$ cat config.mk
export PLATFORM = sky130hd
export DESIGN_NAME = spvp_host
export DESIGN_NICKNAME = d
export VERILOG_FILES = /design/src/logic/spvp_pkg.sv /design/src/logic/spvp_sync.sv /design/src/logic/spvp_clkgen.sv /design/src/logic/spvp_host.sv
export VERILOG_INCLUDE_DIRS = /design/src /design/src/logic
export SDC_FILE = /design/constraint.sdc
export NUM_CORES = 1
export LEC_CHECK = 0
export BUFFER_PORTS_ARGS = -buffer_cell sky130_fd_sc_hd__buf_2
export CORE_ASPECT_RATIO = 0.75
export CORE_MARGIN = 3
export CORE_UTILIZATION = 51
export CTS_BUF_LIST = sky130_fd_sc_hd__clkbuf_8 sky130_fd_sc_hd__clkbuf_16
export DETAILED_ROUTE_END_ITERATION = 8
export PLACE_DENSITY = 0.75
export SLEW_MARGIN = 10
export SYNTH_ARGS = -nofsm -noshare
export SYNTH_HDL_FRONTEND = slang
export SYNTH_SLANG_ARGS = --single-unit
$ cat constraint.sdc
create_clock -name i_clk -period 2.05 [get_ports i_clk]
set_input_delay 0.41 -clock i_clk [delete_from_list [all_inputs] [get_ports i_clk]]
set_output_delay 0.41 -clock i_clk [all_outputs]
set_load 0.05 [all_outputs]
$ cat src/logic/spvp_regs.svh
`ifndef SPVP_REGS_SVH
`define SPVP_REGS_SVH
// Command codes, low six bits; for the newer variant the top two bits are don't-care except begin codes.
`define SPVP_CMD_LOAD_CONFIG 6'h00
`define SPVP_CMD_LOAD_PROG 6'h02
`define SPVP_CMD_READ_PROG 6'h04
`define SPVP_CMD_INC_ADDR 6'h06
`define SPVP_CMD_BEGIN_ERASE_PROG 6'h08
`define SPVP_CMD_BEGIN_PROG_ONLY 6'h18
`define SPVP_CMD_LOAD_DATA 6'h03
`define SPVP_CMD_READ_DATA 6'h05
`define SPVP_CMD_BULK_ERASE_PROG 6'h09
`define SPVP_CMD_BULK_ERASE_DATA 6'h0b
`define SPVP_CMD_BITS 6
`define SPVP_FRAME_BITS 16
`define SPVP_WORD_BITS 14
`define SPVP_CONFIG_BASE 14'h2000
`define SPVP_ID_UPPER_PATTERN 10'h3f8
`define SPVP_CLK_HZ 200000000
// Least gap between command and data, and between commands, in ns.
`define SPVP_GAP_NS 1000
`define SPVP_GAP_CYCLES ((`SPVP_GAP_NS * (`SPVP_CLK_HZ / 1000000) + 999) / 1000)
// Half period of the generated serial clock in core cycles.
`define SPVP_HALF_CYCLES 8
`endif

$ cat src/logic/spvp_pkg.sv
package spvp_pkg;
  typedef struct packed {
    logic [5:0] code;
    logic [13:0] wdata;
    logic has_wdata;
    logic has_rdata;
  } spvp_cmd_t;
  typedef struct packed {
    logic [13:0] rdata;
    logic done;
  } spvp_rsp_t;
endpackage

$ cat src/logic/spvp_sync.sv
`timescale 1ns/100ps
module spvp_sync (
  input wire logic i_clk,
  input wire logic i_rst,
  input wire logic i_d,
  output logic o_q
);
  logic meta_reg;
  always_ff @(posedge i_clk or posedge i_rst) begin
    if (i_rst) begin
      meta_reg <= 1'b0;
      o_q <= 1'b0;
    end else begin
      meta_reg <= i_d;
      o_q <= meta_reg;
    end
  end
endmodule // spvp_sync

$ cat src/logic/spvp_clkgen.sv
`timescale 1ns/100ps
`include "spvp_regs.svh"
module spvp_clkgen (
  input wire logic i_clk,
  input wire logic i_rst,
  input wire logic i_run,
  output logic o_rise,
  output logic o_fall,
  output logic o_sclk
);
  logic [3:0] cnt_reg;
  logic tick;
  assign tick = i_run && (cnt_reg == 4'(`SPVP_HALF_CYCLES - 1));
  always_ff @(posedge i_clk or posedge i_rst) begin
    if (i_rst) begin
      cnt_reg <= 4'h0;
    end else if (!i_run || tick) begin
      cnt_reg <= 4'h0;
    end else begin
      cnt_reg <= cnt_reg + 4'h1;
    end
  end
  always_ff @(posedge i_clk or posedge i_rst) begin
    if (i_rst) begin
      o_sclk <= 1'b0;
    end else if (tick) begin
      o_sclk <= ~o_sclk;
    end
  end
  assign o_rise = tick && !o_sclk;
  assign o_fall = tick && o_sclk;
endmodule // spvp_clkgen

$ cat src/logic/spvp_host.sv
`timescale 1ns/100ps
`include "spvp_regs.svh"
module spvp_host
  import spvp_pkg::*;
(
  input wire logic i_clk,
  input wire logic i_rst,
  input wire logic i_enter,
  input wire logic i_exit,
  input wire logic i_cmd_valid,
  input wire spvp_cmd_t i_cmd,
  output logic o_cmd_ready,
  output spvp_rsp_t o_rsp,
  output logic o_in_mode,
  output logic o_hv_mode_select_pin,
  output logic o_prog_serial_clock_pin,
  output logic o_prog_serial_data_pin_o,
  output logic o_prog_serial_data_pin_oe,
  input wire logic i_prog_serial_data_pin_i,
  output logic o_osc_hold
);
  typedef enum logic [2:0] {
    SPVP_OFF,
    SPVP_ENTRY,
    SPVP_IDLE,
    SPVP_CMD,
    SPVP_GAP1,
    SPVP_DATA,
    SPVP_GAP2
  } spvp_state_t;

  // ----------------------------------------------------------------
  // Pin input synchronisation
  // ----------------------------------------------------------------
  logic data_in_sync;
  spvp_sync u_sync (
    .i_clk(i_clk),
    .i_rst(i_rst),
    .i_d(i_prog_serial_data_pin_i),
    .o_q(data_in_sync)
  );

  // ----------------------------------------------------------------
  // Serial clock generation
  // ----------------------------------------------------------------
  logic clk_run;
  logic sclk_rise;
  logic sclk_fall;
  logic sclk;
  spvp_clkgen u_clkgen (
    .i_clk(i_clk),
    .i_rst(i_rst),
    .i_run(clk_run),
    .o_rise(sclk_rise),
    .o_fall(sclk_fall),
    .o_sclk(sclk)
  );

  // ----------------------------------------------------------------
  // Sequencer
  // ----------------------------------------------------------------
  spvp_state_t state_reg;
  logic [4:0] bit_reg;
  logic [7:0] gap_reg;
  logic [15:0] shift_reg;
  logic [13:0] rdata_reg;
  logic has_wdata_reg;
  logic has_rdata_reg;
  logic done_reg;
  // Command code held for the whole six-clock command.
  logic [5:0] code_reg;

  assign clk_run = (state_reg == SPVP_CMD) || (state_reg == SPVP_DATA);
  assign o_cmd_ready = (state_reg == SPVP_IDLE) && !i_exit;
  assign o_in_mode = (state_reg != SPVP_OFF);
  assign o_osc_hold = 1'b1;
  assign o_prog_serial_clock_pin = sclk;

  always_ff @(posedge i_clk or posedge i_rst) begin
    if (i_rst) begin
      state_reg <= SPVP_OFF;
      bit_reg <= 5'h00;
      gap_reg <= 8'h00;
      has_wdata_reg <= 1'b0;
      has_rdata_reg <= 1'b0;
    end else begin
      case (state_reg)
        SPVP_OFF: begin
          if (i_enter) begin
            state_reg <= SPVP_ENTRY;
            gap_reg <= 8'h00;
          end
        end
        SPVP_ENTRY: begin
          if (gap_reg == 8'(`SPVP_GAP_CYCLES)) begin
            state_reg <= SPVP_IDLE;
          end else begin
            gap_reg <= gap_reg + 8'h01;
          end
        end
        SPVP_IDLE: begin
          if (i_exit) begin
            state_reg <= SPVP_OFF;
          end else if (i_cmd_valid) begin
            state_reg <= SPVP_CMD;
            bit_reg <= 5'h00;
            has_wdata_reg <= i_cmd.has_wdata;
            has_rdata_reg <= i_cmd.has_rdata;
          end
        end
        SPVP_CMD: begin
          if (sclk_fall) begin
            if (bit_reg == 5'(`SPVP_CMD_BITS - 1)) begin
              state_reg <= (has_wdata_reg || has_rdata_reg) ? SPVP_GAP1 : SPVP_GAP2;
              gap_reg <= 8'h00;
              bit_reg <= 5'h00;
            end else begin
              bit_reg <= bit_reg + 5'h01;
            end
          end
        end
        SPVP_GAP1: begin
          if (gap_reg == 8'(`SPVP_GAP_CYCLES)) begin
            state_reg <= SPVP_DATA;
          end else begin
            gap_reg <= gap_reg + 8'h01;
          end
        end
        SPVP_DATA: begin
          if (sclk_fall) begin
            if (bit_reg == 5'(`SPVP_FRAME_BITS - 1)) begin
              state_reg <= SPVP_GAP2;
              gap_reg <= 8'h00;
            end else begin
              bit_reg <= bit_reg + 5'h01;
            end
          end
        end
        SPVP_GAP2: begin
          if (gap_reg == 8'(`SPVP_GAP_CYCLES)) begin
            state_reg <= SPVP_IDLE;
          end else begin
            gap_reg <= gap_reg + 8'h01;
          end
        end
        default: begin
          state_reg <= SPVP_OFF;
        end
      endcase
    end
  end

  // ----------------------------------------------------------------
  // Mode select pin
  // ----------------------------------------------------------------
  always_ff @(posedge i_clk or posedge i_rst) begin
    if (i_rst) begin
      o_hv_mode_select_pin <= 1'b0;
    end else begin
      o_hv_mode_select_pin <= (state_reg != SPVP_OFF) && !(state_reg == SPVP_IDLE && i_exit);
    end
  end

  // ----------------------------------------------------------------
  // Data pin drive and sampling
  // ----------------------------------------------------------------
  always_ff @(posedge i_clk or posedge i_rst) begin
    if (i_rst) begin
      shift_reg <= 16'h0000;
      o_prog_serial_data_pin_o <= 1'b0;
      o_prog_serial_data_pin_oe <= 1'b0;
    end else if (state_reg == SPVP_IDLE && i_cmd_valid && !i_exit) begin
      // Frame is start bit, word, stop bit; the code rides in the low six bits first.
      // Full frame driven only for writes; on reads the pin is left to the target
      shift_reg <= {1'b0, i_cmd.wdata, 1'b0};
      o_prog_serial_data_pin_o <= i_cmd.code[0];
      o_prog_serial_data_pin_oe <= 1'b1;
    end else if (state_reg == SPVP_CMD && sclk_rise) begin
      o_prog_serial_data_pin_o <= code_reg[bit_reg[2:0]];
    end else if (state_reg == SPVP_GAP1) begin
      // Releasing during the gap lets the target turn the pin round for a read.
      o_prog_serial_data_pin_oe <= has_wdata_reg;
      o_prog_serial_data_pin_o <= shift_reg[0];
    end else if (state_reg == SPVP_DATA && sclk_rise && has_wdata_reg) begin
      o_prog_serial_data_pin_o <= shift_reg[bit_reg[3:0]];
    end else if (state_reg == SPVP_GAP2 || state_reg == SPVP_OFF) begin
      o_prog_serial_data_pin_oe <= 1'b0;
      o_prog_serial_data_pin_o <= 1'b0;
    end
  end

  always_ff @(posedge i_clk or posedge i_rst) begin
    if (i_rst) begin
      code_reg <= 6'h00;
    end else if (state_reg == SPVP_IDLE && i_cmd_valid && !i_exit) begin
      code_reg <= i_cmd.code;
    end
  end

  // Sampling on the host's falling edge sees the synchronised level, which trails the pin by
  // two core cycles; the half period of eight cycles leaves margin for that lag.
  always_ff @(posedge i_clk or posedge i_rst) begin
    if (i_rst) begin
      rdata_reg <= 14'h0000;
    end else if (state_reg == SPVP_DATA && sclk_fall && has_rdata_reg) begin
      // Target drives cycles two to fifteen
      if (bit_reg >= 5'h01 && bit_reg <= 5'(`SPVP_WORD_BITS)) begin
        rdata_reg[4'(bit_reg - 5'h01)] <= data_in_sync;
      end
    end
  end

  always_ff @(posedge i_clk or posedge i_rst) begin
    if (i_rst) begin
      done_reg <= 1'b0;
    end else begin
      done_reg <= (state_reg == SPVP_GAP2) && (gap_reg == 8'(`SPVP_GAP_CYCLES));
    end
  end

  assign o_rsp.rdata = rdata_reg;
  assign o_rsp.done = done_reg;

  // The caller picks codes and order: and are met by sending full codes
  // are the target's pointer rules
  // are sequences the caller must issue.
endmodule // spvp_host

## Word-level counts from Yosys, hierarchy flattened

Cells that the tools add are included.

- Register bits: 63
- Input bits: 28
- Word-level logic and storage cells: 132

- Add/sub/neg operators: 4
- $lt $le $gt $ge: 6
- Eq/ne operators: 24
- Muxes and demuxes: 42
- Bitwise gates (word level): 2
- Reductions and logical operators: 38

Operators by type and width:

| operator | number |
|---|---|
| 8-bit two-way mux | 6 |
| 8-bit one-hot mux with 4 select lines | 1 |
| 5-bit two-way mux | 6 |
| 3-bit two-way mux | 9 |
| 2-bit inequality test (second input constant) | 10 |
| 3-bit one-hot mux with 6 select lines | 1 |
| 1-bit logical AND | 16 |
| 5-bit one-hot mux with 3 select lines | 1 |
| 14-bit bitwise mux | 1 |
| 1-bit two-way mux | 12 |
| 4-bit by 5-bit < comparator with 1-bit output (second input constant) | 2 |
| 3-bit equality test (second input constant) | 3 |
| 3-bit nonzero test | 3 |
| 8-bit by 1-bit adder with 8-bit output (second input constant) | 1 |
| 8-bit equality test (second input constant) | 1 |
| 8-bit AND reduction | 1 |
| 7-bit AND reduction | 1 |
| 3-bit by 2-bit equality test with 1-bit output (second input constant) | 2 |
| 3-bit inequality test (second input constant) | 2 |
| 3-bit AND reduction | 2 |
| 6-bit AND reduction | 1 |
| 5-bit by 1-bit adder with 5-bit output (second input constant) | 1 |
| 5-bit by 3-bit equality test with 1-bit output (second input constant) | 1 |
| 5-bit by 4-bit equality test with 1-bit output (second input constant) | 1 |
| other kinds (23) | 31 |

## Logic depth before layout (Yosys ltp)

- Depth in word-level cells: 10
- Mapped depth: 9

## By module

Synthesis repeated with hierarchy kept, for this count alone.

- Cells, all modules: 317
- Area total of the unflattened synthesis: 3505.9 um^2

Modules (own cells, without submodules):

| module | instances | cells an instance | area each (um^2) | seq. area each (um^2) |
|---|---|---|---|---|
| spvp_host | 1 | 293 | 3213.1 | 1401.3 |
| spvp_clkgen | 1 | 21 | 239.0 | 125.1 |
| spvp_sync | 1 | 3 | 53.8 | 50.0 |

## Worst setup path after synthesis

Ideal clock, no wire load.

- Path kind: flip-flop to flip-flop
- From: reg bit_reg[1]
- To: reg state_reg[0]
- Library setup time: 0.125 ns
- Arrival: 2.167 ns
- Path slack: -0.242 ns
- Stages on the path, launching flop included: 10
- Period minus slack after synthesis: 2.292 ns
- Cell sequence: dfrtp_1 buf_2 inv_1 ha_1 and4bb_1 a211oi_1 or3_1 buf_2 nor2_1 mux2_2

- Cells in the longest elaborated chain, start to end: 3
- Elaborated cells on any way between the ends: 5
- Classes of those cells: eq/ne: 4; reduce/logical: 1

Ends and longest elaborated chain:

| item | RTL line | text |
|---|---|---|
| start, declared | spvp_host.sv:63 | `logic [4:0] bit_reg;` |
| start signal, assigned | spvp_host.sv:118 | `bit_reg <= bit_reg + 5'h01;` |
| start signal, assigned | spvp_host.sv:135 | `bit_reg <= bit_reg + 5'h01;` |
| 5-bit by 4-bit equality test with 1-bit output / 5-bit by 3-bit equality test with 1-bit output (equally long branches) | spvp_host.sv:131, spvp_host.sv:113 |  |
| 2-bit inequality test (no source line) / 2-bit by 1-bit inequality test with 1-bit output (equally long branches) | - |  |
| 8-bit AND reduction (no source line) * | - |  |
| end signal, assigned | spvp_host.sv:114 | `state_reg <= (has_wdata_reg \|\| has_rdata_reg) ? SPVP_GAP1 : SPVP_GAP2;` |
| end, declared | spvp_host.sv:62 | `spvp_state_t state_reg;` |

Every way passes the cells marked *; elsewhere a longest branch is shown, timed or not.
A chain may end at the register's enable or synchronous reset.

## Worst setup path in the final report

- From: reg bit_reg[1]
- To: reg state_reg[1]

Same word-level chain as after synthesis.

==> results.sh <==
export IMPL_outcome="finished, violations left"
export IMPL_failed_checks="setup timing"
export IMPL_initial_utilization=0.5499
export IMPL_globalplace_congestion=0.9429
export IMPL_ios=50
export IMPL_crit_chain="ha_2 > and3_4 > ha_4 > nand2b_4 > o21ai_2 > or3_4 > buf_4 > nor3_2 > o32ai_1"
export IMPL_yosysSeqAreaShare=0.4726
export IMPL_vias_per_cell=5.873
export IMPL_cts_hold_buffers=0
export IMPL_crit_path_max_incr_delay_ns=0.41
export IMPL_dpl_cell_count=434
export IMPL_layout_commonest_cell="dfrtp_1"
export IMPL_final_min_clock_period_ns=2.080
export IMPL_die_area_um2=7557
export IMPL_drtIter0Drc=116
export IMPL_muxShareOfSynthArea=0.1699
export IMPL_synth_fa_ha_area_frac=0.03751
export IMPL_tns_ns=-0.05036
export IMPL_diodes=0
export IMPL_syn_nets=336
export IMPL_cellPowerDensity_nw_per_um2=624.3
export IMPL_ys_warn_count=0
export IMPL_grt_setup_unrepaired="true"
export IMPL_drive_gt1_frac=0.4801
export IMPL_fin_skew_ns=0.009018
export IMPL_cts_tree="built"
export IMPL_synth_edff_count=0
export IMPL_synth_seq_cells=63
export IMPL_fmax_ghz=0.4808
export IMPL_final_max_slew_viol_count=0
export IMPL_period_share=1.015
export IMPL_die_h_um=76.04
export IMPL_final_antenna_net_count=0
export IMPL_cts_sinks=63
export IMPL_io_buffers=48
export IMPL_htreeDepth=3
export IMPL_hp_class="input port to asynchronous set/reset pin"
export IMPL_drv_cap=0
export IMPL_syn_area_um2=3336
export IMPL_finalNonFillerCells=455
export IMPL_setup_viol_count_final=2
export IMPL_worstPathMaxFanout=4
export IMPL_core_region_area_um2=6066
export IMPL_synth_xor_area_frac=0.01575
export IMPL_clockBufferDepth=2
export IMPL_cp_arrival_ns=2.30
export IMPL_drc=0
export IMPL_grt_pass1_vias=2611
export IMPL_hold_violations=0
export IMPL_seqCellArea_um2=1580
export IMPL_cp_end_kind="flop"
export IMPL_synthArstFlopShare=1.000
export IMPL_setup_ws_ns=-0.02985
export IMPL_peakVddDrop_mv=0.4758
export IMPL_setup_worst_path_class="flop to flop"
export IMPL_wire_per_inst_um=17.13
export IMPL_numCtsBuffers=9
export IMPL_leakage_nw=2.007
export IMPL_multiInputGateArea_um2=1846
export IMPL_synth_cell_types=55
export IMPL_rrSetupSlack_ns=-0.03
export IMPL_n_fill_cell=447
export IMPL_netlist_instances=298
export IMPL_synthTopCellsByArea="dfrtp_1, mux2_2, ha_1"
export IMPL_clockRootBuffer="clkbuf_8"
export IMPL_avgSynthCellArea_um2=11.19
export IMPL_grt_max_degree=64
export IMPL_final_cell_mix="dfrtp_1, buf_2, mux2_2"
export IMPL_synth_ff_type="dfrtp_1"
export IMPL_grtUsageTotal=0.2127
export IMPL_holdWs_ns=0.1193
export IMPL_antenna_found_initial=0
export IMPL_gr_total_overflow=0
export IMPL_yosysTopAreaCell="dfrtp_1"
export IMPL_synth_compound_area_frac=0.08965
export IMPL_synth_top_area_share=0.4726
export IMPL_required_ns=2.27
export IMPL_path_clk_slew_ns=0.07
export IMPL_layout_nets=410
export IMPL_wl_um=7794
export IMPL_grt_pass1_wl_um=12770
export IMPL_hpwlAfterDp_um=5262
export IMPL_rows=24
export IMPL_insertion_delay_ns=0.34
export IMPL_critPathLaunchType="flop"
export IMPL_synth_top_family_by_area="simple AND/OR/NAND/NOR gates"
export IMPL_critPathSlowestCell="or3_4"
export IMPL_synthSimpleGateAreaFrac=0.1729
export IMPL_die_w_um=99.39
export IMPL_via_count=2672
export IMPL_area_growth_pct=29.22
export IMPL_drtPass1Iterations=5
-- cells in the mapped netlist, drive strengths merged, types with 2 or more instances --
cell type  count
dfrtp         63
and3           4
or3            8
xor2           2
or2            2
clkbuf         3
o31ai          4
mux4           3
nand3         15
nor2b          3
and3b          2
inv           10
or3b           2
o21ai         19
mux2i          6
xnor2          4
a21oi          7
nand2b         6
nor4           7
nor2          17
buf           13
a31oi          2
nand2          7
ha            10
a211oi         3
nor3          10
mux2          39
nand4          8
-- area by class of cell --
type                       instances  area share
clock buffer                      10     0.03193
clock inverter                     6     0.01945
inverter                          11     0.01103
multi-input combinational        208      0.4282
sequential                        63      0.3666
tap                               78     0.02264
timing repair buffer              79      0.1202
-- stage by stage --
step	cell area, um^2	power (mW)	setup WS (ns)	utilization
final	4310	2.691	-0.02985	0.7106
after global routing	4310	2.803	-0.1305	0.7106
after CTS	4130	2.687	-0.009725	0.6809
after detailed placement	3827	1.480	-0.05060	0.6310
after global placement	3827	1.474	0.01422	0.6310
after floorplan	3376	1.401	-0.05415	-
-- layer usage --
metal / vias to the layer above / routed length, um / track usage
met5: - / 0 / 0
met4: 0 / 76 / 0.05321
met3: 10 / 527 / 0.09790
met2: 87 / 3704 / 0.3070
met1: 1329 / 3485 / 0.2918
li1: 1246 / - / -
-- cells by family after synthesis --
kind of cell             Yosys count
buffers and inverters             27
AND/OR/NAND/NOR                   97
flip-flops                        63
AO/OA/AOI/OAI                     46
adder cells (fa/ha/maj)           10
multiplexers                      48
XOR/XNOR                           6
other                              1
-- final timing paths --
| kind | to | cells past startpoint | start |
|---|---|---|---|
| setup / recovery | state_reg[1]$_DFFE_PP0P_ | 9 | bit_reg[1]$_DFFE_PP0P_ |
| hold / removal | shift_reg[5]$_DFFE_PP0P_ | 3 | i_rst |
| setup reg to reg | state_reg[1]$_DFFE_PP0P_ | 9 | bit_reg[1]$_DFFE_PP0P_ |
| hold reg to reg | u_sync.o_q$_DFF_PP0_ | 0 | u_sync.meta_reg$_DFF_PP0_ |
| max in group asynchronous | state_reg[1]$_DFFE_PP0P_ | 3 | i_rst |
| min in group i_clk | u_sync.meta_reg$_DFF_PP0_ | 1 | i_prog_serial_data_pin_i |
-- critical path: cells and delay by family, from the launching register on --
kind | cells | cell delay (ns)
DFF | 1 | 0.40
adders and majority gates | 2 | 0.34
buffers and inverters | 1 | 0.16
and+or+nand+nor | 4 | 0.89
AOI/OAI and AO/OA | 2 | 0.16
-- where the power goes --
part           switching [mW]  total, mW  internal, mW
Clock                   0.487       1.20         0.713
Sequential             0.0188       1.28          1.27
Combinational           0.109      0.207        0.0982
-- what timing repair did --
| action | CTS | global route |
|---|---|---|
| setup endpoints to repair | 8 | 32 |
| resized for setup | 11 | 41 |
| hold endpoints to repair | 0 | 0 |
| pin swaps | 2 | 10 |
| buffers inserted | 4 | 2 |
No activity file was read; power rests on OpenSTA's default activity.
